File: config.mk
export PLATFORM = sky130hd
export DESIGN_NAME = debug_uart_receiver_baud
export DESIGN_NICKNAME = d
export VERILOG_FILES = /design/src/hw/rx_pkg.sv /design/src/hw/baud_if.sv /design/src/hw/baud_gen.sv /design/src/hw/debug_uart_receiver_baud.sv
export SDC_FILE = /design/constraint.sdc
export NUM_CORES = 1
export LEC_CHECK = 0
export BUFFER_PORTS_ARGS = -buffer_cell sky130_fd_sc_hd__buf_2
export CAP_MARGIN = 5
export CORE_MARGIN = 2
export CORE_UTILIZATION = 63
export CTS_BUF_LIST = sky130_fd_sc_hd__clkbuf_4 sky130_fd_sc_hd__clkbuf_8
export DETAILED_ROUTE_END_ITERATION = 6
export PLACE_DENSITY = 0.95
export SYNTH_ARGS = -nofsm -noshare
export SYNTH_HDL_FRONTEND = slang
export SYNTH_SLANG_ARGS = --single-unit
File: constraint.sdc
create_clock -name mclk -period 7.35 [get_ports mclk]
set_clock_uncertainty 0.2 [all_clocks]
set_input_delay 1.8375 -clock mclk [delete_from_list [all_inputs] [get_ports mclk]]
set_output_delay 1.8375 -clock mclk [all_outputs]
set_load 0.05 [all_outputs]
File: src/hw/rx_pkg.sv
// Shared constants and types for the debug UART receiver and baud generator
package rx_pkg;

   // Divisor width allows rates down to master_clock / (16 * 65535)
   localparam int DIV_W           = 16;
   localparam int OVERSAMPLE      = 16;
   localparam int DATA_BITS       = 8;

   // Start bit low must persist for more than this many sample ticks
   localparam int START_MIN_TICKS = 7;
   // Ticks from the detected falling edge to the first data sample
   localparam int FIRST_SAMPLE    = 24;
   // Ticks between two following samples
   localparam int BIT_SAMPLES     = 16;

   localparam int CNT_W           = 5;
   localparam logic [CNT_W-1:0] START_LAST = CNT_W'(START_MIN_TICKS);
   localparam logic [CNT_W-1:0] FIRST_WAIT = CNT_W'(FIRST_SAMPLE - START_MIN_TICKS);
   localparam logic [CNT_W-1:0] BIT_WAIT   = CNT_W'(BIT_SAMPLES);

   typedef logic [DIV_W-1:0]     divisor_t;
   typedef logic [DATA_BITS-1:0] char_t;
   typedef logic [2:0]           parity_t;

   // Parity mode field encodings; any code with the top bit set means no parity
   localparam parity_t PAR_EVEN  = 3'h0;
   localparam parity_t PAR_ODD   = 3'h1;
   localparam parity_t PAR_SPACE = 3'h2;
   localparam parity_t PAR_MARK  = 3'h3;
   localparam parity_t PAR_NONE  = 3'h4;

   // Reset values and the last sample sub-count
   localparam divisor_t DIV_RESET  = 16'h0000;
   localparam char_t    CHAR_RESET = 8'h00;
   localparam logic [3:0] SUB_LAST = 4'hf;

   typedef enum logic [2:0] {
      RX_OFF,
      RX_HUNT,
      RX_START,
      RX_DATA,
      RX_PARITY,
      RX_STOP
   } rx_state_t;

endpackage : rx_pkg

File: src/hw/baud_if.sv
// Tick carrier between the baud generator and the receiver
`timescale 1ns/100ps
interface baud_if;
   logic sample_tick;   // 16x sampling enable, one cycle
   logic baud_tick;     // One bit period enable, one cycle
   logic active;        // Divisor is non zero

   modport gen (output sample_tick, output baud_tick, output active);
   modport rx  (input  sample_tick, input  baud_tick, input  active);
endinterface : baud_if

File: src/hw/baud_gen.sv
// Baud rate generator: 16x sample enable and bit period enable
`timescale 1ns/100ps
module baud_gen (
   input  wire logic             mclk,          // Master clock
   input  wire logic             sys_rst,       // Async reset, high
   input  wire rx_pkg::divisor_t baud_divisor,  // Divisor, 0 stops
   baud_if.gen                   ticks          // Tick outputs
);
   import rx_pkg::*;

   divisor_t   div_cnt_ff;
   logic [3:0] sub_cnt_ff;
   logic       sample_ff;
   logic       baud_ff;

   // Compare with >= so a divisor lowered mid count cannot overrun the wrap
   always_ff @(posedge mclk or posedge sys_rst) begin
      if (sys_rst) begin
         div_cnt_ff <= DIV_RESET;
         sample_ff  <= 1'b0;
      end else if (baud_divisor == DIV_RESET) begin
         div_cnt_ff <= DIV_RESET;
         sample_ff  <= 1'b0;
      end else if (div_cnt_ff >= baud_divisor - 16'h0001) begin
         div_cnt_ff <= DIV_RESET;
         sample_ff  <= 1'b1;
      end else begin
         div_cnt_ff <= div_cnt_ff + 16'h0001;
         sample_ff  <= 1'b0;
      end
   end

   // Bit period enable, sixteen sample ticks, shared with the transmitter
   always_ff @(posedge mclk or posedge sys_rst) begin
      if (sys_rst) begin
         sub_cnt_ff <= 4'h0;
         baud_ff    <= 1'b0;
      end else if (baud_divisor == DIV_RESET) begin
         sub_cnt_ff <= 4'h0;
         baud_ff    <= 1'b0;
      end else begin
         baud_ff <= sample_ff && (sub_cnt_ff == SUB_LAST);
         if (sample_ff) begin
            sub_cnt_ff <= sub_cnt_ff + 4'h1;
         end
      end
   end

   assign ticks.sample_tick = sample_ff;
   assign ticks.baud_tick   = baud_ff;
   assign ticks.active      = (baud_divisor != DIV_RESET);
endmodule : baud_gen

File: src/hw/debug_uart_receiver_baud.sv
// Debug UART receive path with baud generator and debug channel status
`timescale 1ns/100ps
//
// What this block does
// - The baud clock is the master clock divided by sixteen times the divisor and feeds both halves.
// - A divisor of zero stops the baud clock and leaves the receiver inactive; the debug channel status and interrupt keep running.
// - The divisor is sixteen bits wide, from one up to 65535.
// - The receiver is disabled after reset and starts hunting for a start bit when enabled.
// - Disable stops at once while hunting or checking a start bit, otherwise after the stop bit of the current character.
// - Receiver reset aborts any character at once, discards it and leaves the receiver disabled.
// - A low line is a start bit only when it persists for more than seven sample ticks.
// - The first data sample falls 24 ticks after the falling edge and each later one 16 ticks on.
// - The link has no clock pin and every character carries eight data bits and optional parity.
// - Receiver and transmitter share only the baud generator, with no timeout and no time guard.
// - A finished character goes to the holding register and sets ready, which a read clears.
// - A character arriving while ready is still set raises overrun until clear status.
// - Parity is computed per the parity mode and a mismatch sets parity error with ready.
// - Parity error stays set over later characters until clear status.
// - A low stop bit sets framing error with ready and it holds until clear status.
// - The debug channel status lines are shown to software and raise an interrupt.
module debug_uart_receiver_baud (
   input  wire logic             mclk,               // Master clock, 10 MHz
   input  wire logic             sys_rst,            // Async reset, high
   input  wire logic             serial_rx_pin,      // Receive line
   input  wire rx_pkg::divisor_t baud_divisor,       // Baud divisor, 0 stops
   input  wire rx_pkg::parity_t  parity_mode_field,  // Parity mode
   input  wire logic             rx_enable_cmd,      // Enable strobe
   input  wire logic             rx_disable_cmd,     // Disable strobe
   input  wire logic             rx_reset_cmd,       // Receiver reset strobe
   input  wire logic             clear_status_cmd,   // Clear error flags strobe
   input  wire logic             rx_holding_read,    // Holding register read strobe
   input  wire logic             comm_rx_in,         // Debug channel read full
   input  wire logic             comm_tx_in,         // Debug channel write full
   input  wire logic [1:0]       comm_irq_mask,      // Debug channel interrupt enables
   output      rx_pkg::char_t    rx_holding_reg,     // Received character
   output      logic             rx_ready_flag,      // Character waiting
   output      logic             rx_overrun_flag,    // Overrun seen
   output      logic             parity_error_flag,  // Parity error seen
   output      logic             framing_error_flag, // Framing error seen
   output      logic             rx_enabled,         // Receiver enabled
   output      logic             rx_busy,            // Character in progress
   output      logic             baud_tick,          // Bit period enable to transmitter
   output      logic [1:0]       comm_status,        // Debug channel status
   output      logic             comm_irq            // Debug channel interrupt
);
   import rx_pkg::*;

   baud_if ticks ();

   baud_gen u_baud_gen (
      .mclk         (mclk),
      .sys_rst      (sys_rst),
      .baud_divisor (baud_divisor),
      .ticks        (ticks.gen)
   );

   rx_state_t        state_ff;
   logic             en_ff;
   logic [CNT_W-1:0] cnt_ff;
   logic [2:0]       bitn_ff;
   char_t            shift_ff;
   logic             par_bit_ff;
   char_t            hold_ff;
   logic             ready_ff;
   logic             ovr_ff;
   logic             parity_error_flag_ff;
   logic             frame_ff;
   logic [1:0]       comm_ff;
   logic             irq_ff;

   logic             tick;
   logic             sample_now;
   logic             parity_on;
   logic             expect_par;
   logic             char_done;
   logic             stop_bit;
   logic             par_bad;
   logic             hold_load;
   logic             stop_req;
   logic             qual_done;
   logic             last_bit;

   assign tick      = ticks.sample_tick && ticks.active;
   assign parity_on = !parity_mode_field[2];
   // Sample point of the current bit: wait counter expiring on a tick
   assign sample_now = tick && (cnt_ff == CNT_W'(1));

   always_comb begin
      expect_par = 1'b0;
      case (parity_mode_field)
         PAR_EVEN:  expect_par = ^shift_ff;
         PAR_ODD:   expect_par = ~^shift_ff;
         PAR_SPACE: expect_par = 1'b0;
         PAR_MARK:  expect_par = 1'b1;
         default:   expect_par = 1'b0;
      endcase
   end

   assign char_done = (state_ff == RX_STOP) && sample_now;
   assign stop_bit  = serial_rx_pin;
   assign par_bad   = parity_on && (par_bit_ff != expect_par);

   // A receiver reset in the completing cycle drops the character
   assign hold_load = char_done && !rx_reset_cmd;
   // Disable before a start is qualified stops at once
   assign stop_req  = rx_disable_cmd || !en_ff;
   assign qual_done = (cnt_ff + CNT_W'(1) == START_LAST);
   assign last_bit  = (bitn_ff == 3'(DATA_BITS - 1));

   // Enable bit; a disable in the same cycle as an enable wins
   always_ff @(posedge mclk or posedge sys_rst) begin
      if (sys_rst) begin
         en_ff <= 1'b0;
      end else if (rx_reset_cmd || rx_disable_cmd) begin
         en_ff <= 1'b0;
      end else if (rx_enable_cmd) begin
         en_ff <= 1'b1;
      end
   end

   // Start check: the first low tick enters the start state and seven more low
   // ticks confirm it; one high tick in between is taken as a glitch. The wait
   // counter is then preloaded so data bit 0 is taken 24 ticks after the first
   // low tick. The line is used as is, so it must already be in this domain.
   // Receive sequencer, bit timing advanced only by sample ticks
   always_ff @(posedge mclk or posedge sys_rst) begin
      if (sys_rst) begin
         state_ff <= RX_OFF;
         cnt_ff   <= '0;
         bitn_ff  <= 3'h0;
      end else if (rx_reset_cmd) begin
         state_ff <= RX_OFF;
         cnt_ff   <= '0;
         bitn_ff  <= 3'h0;
      end else begin
         case (state_ff)
            RX_OFF: begin
               if (rx_enable_cmd && !rx_disable_cmd) begin
                  state_ff <= RX_HUNT;
               end
            end
            RX_HUNT: begin
               if (stop_req) begin
                  state_ff <= RX_OFF;
               end else if (tick && !serial_rx_pin) begin
                  state_ff <= RX_START;
                  cnt_ff   <= '0;
               end
            end
            RX_START: begin
               // Still waiting for a valid start: a disable stops at once
               if (stop_req) begin
                  state_ff <= RX_OFF;
               end else if (tick) begin
                  if (serial_rx_pin) begin
                     state_ff <= RX_HUNT;
                  end else if (qual_done) begin
                     state_ff <= RX_DATA;
                     cnt_ff   <= FIRST_WAIT;
                     bitn_ff  <= 3'h0;
                  end else begin
                     cnt_ff <= cnt_ff + CNT_W'(1);
                  end
               end
            end
            RX_DATA: begin
               if (sample_now) begin
                  cnt_ff  <= BIT_WAIT;
                  bitn_ff <= bitn_ff + 3'h1;
                  if (last_bit) begin
                     state_ff <= parity_on ? RX_PARITY : RX_STOP;
                  end
               end else if (tick) begin
                  cnt_ff <= cnt_ff - CNT_W'(1);
               end
            end
            RX_PARITY: begin
               if (sample_now) begin
                  cnt_ff   <= BIT_WAIT;
                  state_ff <= RX_STOP;
               end else if (tick) begin
                  cnt_ff <= cnt_ff - CNT_W'(1);
               end
            end
            RX_STOP: begin
               if (sample_now) begin
                  // A pending disable takes effect once the stop bit is in
                  state_ff <= en_ff ? RX_HUNT : RX_OFF;
                  cnt_ff   <= '0;
               end else if (tick) begin
                  cnt_ff <= cnt_ff - CNT_W'(1);
               end
            end
            default: begin
               state_ff <= RX_OFF;
            end
         endcase
      end
   end

   // Data capture, least significant bit first
   always_ff @(posedge mclk or posedge sys_rst) begin
      if (sys_rst) begin
         shift_ff <= CHAR_RESET;
      end else if (sample_now && state_ff == RX_DATA) begin
         shift_ff <= {serial_rx_pin, shift_ff[DATA_BITS-1:1]};
      end
   end

   // Parity bit capture, left stale when parity is off
   always_ff @(posedge mclk or posedge sys_rst) begin
      if (sys_rst) begin
         par_bit_ff <= 1'b0;
      end else if (sample_now && state_ff == RX_PARITY) begin
         par_bit_ff <= serial_rx_pin;
      end
   end

   // Holding register; receiver reset drops only the partial character
   always_ff @(posedge mclk or posedge sys_rst) begin
      if (sys_rst) begin
         hold_ff <= CHAR_RESET;
      end else if (hold_load) begin
         hold_ff <= shift_ff;
      end
   end

   // Ready: a new character wins over a read in the same cycle
   always_ff @(posedge mclk or posedge sys_rst) begin
      if (sys_rst) begin
         ready_ff <= 1'b0;
      end else if (hold_load) begin
         ready_ff <= 1'b1;
      end else if (rx_holding_read) begin
         ready_ff <= 1'b0;
      end
   end

   // Overrun: setting wins over clear status, a read in time avoids it
   always_ff @(posedge mclk or posedge sys_rst) begin
      if (sys_rst) begin
         ovr_ff <= 1'b0;
      end else if (hold_load && ready_ff && !rx_holding_read) begin
         ovr_ff <= 1'b1;
      end else if (clear_status_cmd) begin
         ovr_ff <= 1'b0;
      end
   end

   // Parity error, only ever set while parity is enabled
   always_ff @(posedge mclk or posedge sys_rst) begin
      if (sys_rst) begin
         parity_error_flag_ff <= 1'b0;
      end else if (hold_load && par_bad) begin
         parity_error_flag_ff <= 1'b1;
      end else if (clear_status_cmd) begin
         parity_error_flag_ff <= 1'b0;
      end
   end

   // Framing error, checked whatever the parity mode
   always_ff @(posedge mclk or posedge sys_rst) begin
      if (sys_rst) begin
         frame_ff <= 1'b0;
      end else if (hold_load && !stop_bit) begin
         frame_ff <= 1'b1;
      end else if (clear_status_cmd) begin
         frame_ff <= 1'b0;
      end
   end

   // Debug channel status, one cycle behind the lines
   always_ff @(posedge mclk or posedge sys_rst) begin
      if (sys_rst) begin
         comm_ff <= 2'h0;
      end else begin
         comm_ff <= {comm_tx_in, comm_rx_in};
      end
   end

   // Channel interrupt, masked per line and aligned with the status
   always_ff @(posedge mclk or posedge sys_rst) begin
      if (sys_rst) begin
         irq_ff <= 1'b0;
      end else begin
         irq_ff <= |({comm_tx_in, comm_rx_in} & comm_irq_mask);
      end
   end

   assign rx_holding_reg     = hold_ff;
   assign rx_ready_flag      = ready_ff;
   assign rx_overrun_flag    = ovr_ff;
   assign parity_error_flag  = parity_error_flag_ff;
   assign framing_error_flag = frame_ff;
   assign rx_enabled         = en_ff;
   assign rx_busy            = (state_ff == RX_DATA) || (state_ff == RX_PARITY) ||
                               (state_ff == RX_STOP);
   // Transmit side shares only this enable, no timeout or guard logic here
   assign baud_tick          = ticks.baud_tick;
   assign comm_status        = comm_ff;
   assign comm_irq           = irq_ff;
endmodule : debug_uart_receiver_baud

==> results.md <==
- Hold Buf Count CTS: 0
- # fillers: roughly 400
- Synth-to-Final Area Change: 13.5%
- Max FFs per register: 16
- Reg clk slew, reported paths: approximately 0.060 ns
- Max-slew violation count: 0
- Share of cells above drive strength 1: 0.243
- Post-cts sizing count: 0
- Sink Count: 58
- DR pass1 iterations: 5
- H-tree levels: 3
- Root Driver: clkbuf_8
- Max-cap viol count: 0
- Worst Max-Slew Pin Slew: 0.872 ns
- IO Count: 49
- Commonest non-fill, non-tap cell in the layout: dfrtp_1
- Port Buf Inserts: between 40 and 50
- Cell area after synthesis: around 0.0038 sq mm
- CTS tree: yes
- Share of the synthesized area in the top cell type: 0.378
- Clock group share of total power: 0.322
- Gr usage total: 0.293
- Initial Util: 0.649
- Total global routing overflow: 0
- # setup viols final: 0
- Die footprint: slightly below 0.007 sq mm
- Dominant cells by area after synthesis: dfrtp_1 38%, ha_1 8.1%, xor2_1 4.8%
- Setup bufs post-CTS: 0
- Outcome: complete, no violations
- Fmax: between 150 and 200 MHz
- Routed WL: 9000 um
- Die W: just over 80 um
- Leak: ~0.002 uW
- Syn nets: roughly 440
- Cell Int Power: about 700 uW
- Post-synth cell types: 66
- Critical Path Sink Type: flip-flop
- CP Class: in -> reg
- Fin. Hold Viols: 0
- Post-synth ARST share: 1.00
- RSZ-0062 raised after global routing: false
- Comb pwr share: 0.261
- Pwr Total: 1070 uW
- Row cnt: 28
- Critical Path Fanout Max: 17
- Switching power: between 300 and 400 uW
- Tmin final: between 5 and 6 ns
- # diodes: 0
- Worst EP arrival: roughly 5.4 ns
- Seq pwr share: 0.417
- Pwr Density: 246 mW/mm^2
- Worst slew margin: 0.415
- Setup TNS: 0 ns
- Startpoint Class: input port
- Drt via density: 6.43
- Clk_lat worst skew: between 0.3 and 0.4 ns
- Wire length per cell: 17.6 um
- VDD IR-drop max: between 0.0002 and 0.00025 V
- Vias in the first global route: 3113
- Worst min-delay path category: reg -> reg
- Yosys warns: 0
- Cell mode on critical path: ha_1
- Predominant post-synthesis flop cell: dfrtp_1
- CTS Buffer Depth: 2
- Post-detail-place hpwl: 6310 um
- Worst path cell trace: buf_2, inv_1, ha_1, or3b_4, or4_4, or3_2, nor3_1, xnor2_1, ha_1, a21o_1, a21oi_1, nand2_1, a211oi_1
- First-pass GRT wire length: between 10000 and 15000 um
- Num CTS Buffers: 9
- Via count: between 3000 and 4000
- Largest net degree at the start of global routing: between 50 and 60
- Chip height: 82.1 um
- Initial antenna violation count: 0
- Worst path max stage delay: slightly above 0.6 ns
- Tcrit/Tclk final: 0.733
- Core footprint: between 0.005 and 0.006 sq mm
- DRC: 0
- Commonest non-fill, non-tap cells in the layout: 58 x dfrtp_1, 48 x buf_2, 25 x ha_1
- Seq/Total Area, Yosys: 0.378
- Final ANT Viol Nets: 0
- Nets: roughly 490
- GPL Wtd Cong: slightly above 0.9
- Critical-path top delay cell: or4_4
- Syn avg cell area: 9.98 sq um
- Syn Inst Count: ~390
- EDFF count, synth: 0
- Leading area contributor after synthesis: dfrtp_1
- Switching share of power: 0.336
- Initial DRC Count: around 270
- Seq cells post-synth: 58
- Critical Path RT: around 7.4 ns
==> routing by layer <==
layer	vias to the layer above	GRT usage	wire, um
met3	43	0.0685	679
met1	1569	0.369	3500
met5	-	0	0
met2	164	0.489	4540
li1	1512	-	-
met4	0	0.112	286
==> critical path, delay by kind of cell <==
family / cells / cell delay (ns)
adder cells (fa/ha/maj): 2 / 0.45
buffers and inverters: 2 / 0.18
AND/OR/NAND/NOR: 5 / 2.08
XOR/XNOR: 1 / 0.16
AO/OA/AOI/OAI: 3 / 0.70
==> metrics by stage <==
step           area (sq um)  std cells  hold WS, ns  utilization  setup WS [ns]
2_1_floorplan          3840        385        0.293            -           1.90
3_3_place_gp           4110        494        0.283        0.695           1.82
3_5_place_dp           4110        494        0.290        0.695           1.63
4_1_cts                4350        510        0.305        0.735           1.97
5_1_grt                4360        511        0.320        0.737           1.74
6_report               4360        511        0.299        0.737           1.96
==> power groups by stage <==
stage | registers [uW] | clock network (uW) | logic (uW)
after floorplan | 427 | 0 | 213
after global placement | 443 | 0 | 261
after detailed placement | 448 | 0 | 276
after CTS | 445 | 350 | 281
after global routing | 455 | 364 | 318
final | 448 | 346 | 280
==> final timing paths <==
check                                   from                       end  slack [ns]  cells past startpoint
max in group asynchronous            sys_rst               state_ff[2]        4.98                      3
setup reg to reg                   cnt_ff[1]         rx_holding_reg[4]        4.55                      7
setup / recovery             baud_divisor[0]  u_baud_gen.div_cnt_ff[5]        1.96                     13
hold reg to reg            rx_holding_reg[3]         rx_holding_reg[3]        0.30                      1
hold / removal             rx_holding_reg[3]         rx_holding_reg[3]        0.30                      1
min in group asynchronous            sys_rst         rx_holding_reg[5]        1.49                      3
==> area by class of cell <==
| cell class | instances | area, sq um | area share |
|---|---|---|---|
| repair buffers | 51 | 267 | 0.0611 |
| clock inverters | 4 | 72.6 | 0.0166 |
| well taps | 75 | 93.8 | 0.0215 |
| flip-flops and latches | 58 | 1450 | 0.333 |
| multi-input cells | 296 | 2260 | 0.517 |
| inverters | 15 | 56.3 | 0.0129 |
| clock buffers | 12 | 165 | 0.0379 |
==> cell families (layout without fill, tap and decap cells) <==
logic type	Yosys count	after routing	share of synthesized area
adder cells (fa/ha/maj)	25	25	0.0814
AND/OR/NAND/NOR	122	122	0.176
AO/OA/AOI/OAI	90	90	0.183
buffers and inverters	31	82	0.0361
multiplexers	19	19	0.0547
flip-flops	58	58	0.378
XOR/XNOR	40	40	0.0912
==> cell usage after synthesis (all sizes together), types with 2 or more instances <==
master	n
and2	3
o311ai	4
nand2b	10
xor2	21
nand2	20
or4	5
inv	15
nor4	4
a211o	2
and4	2
o22a	2
nor2b	2
o21a	2
mux2	16
a21o	8
or3b	3
dfrtp	58
nor2	23
o32ai	2
or3	9
nand3	11
o31ai	6
nor3	13
and3	5
xnor2	19
ha	25
a21oi	17
a211oi	15
a31oi	5
clkbuf	10
buf	6
nand4	6
mux2i	3
o21ai	8
o22ai	3
or2	3
a32o	2
Note: power is estimated with default switching activity, not from simulation.
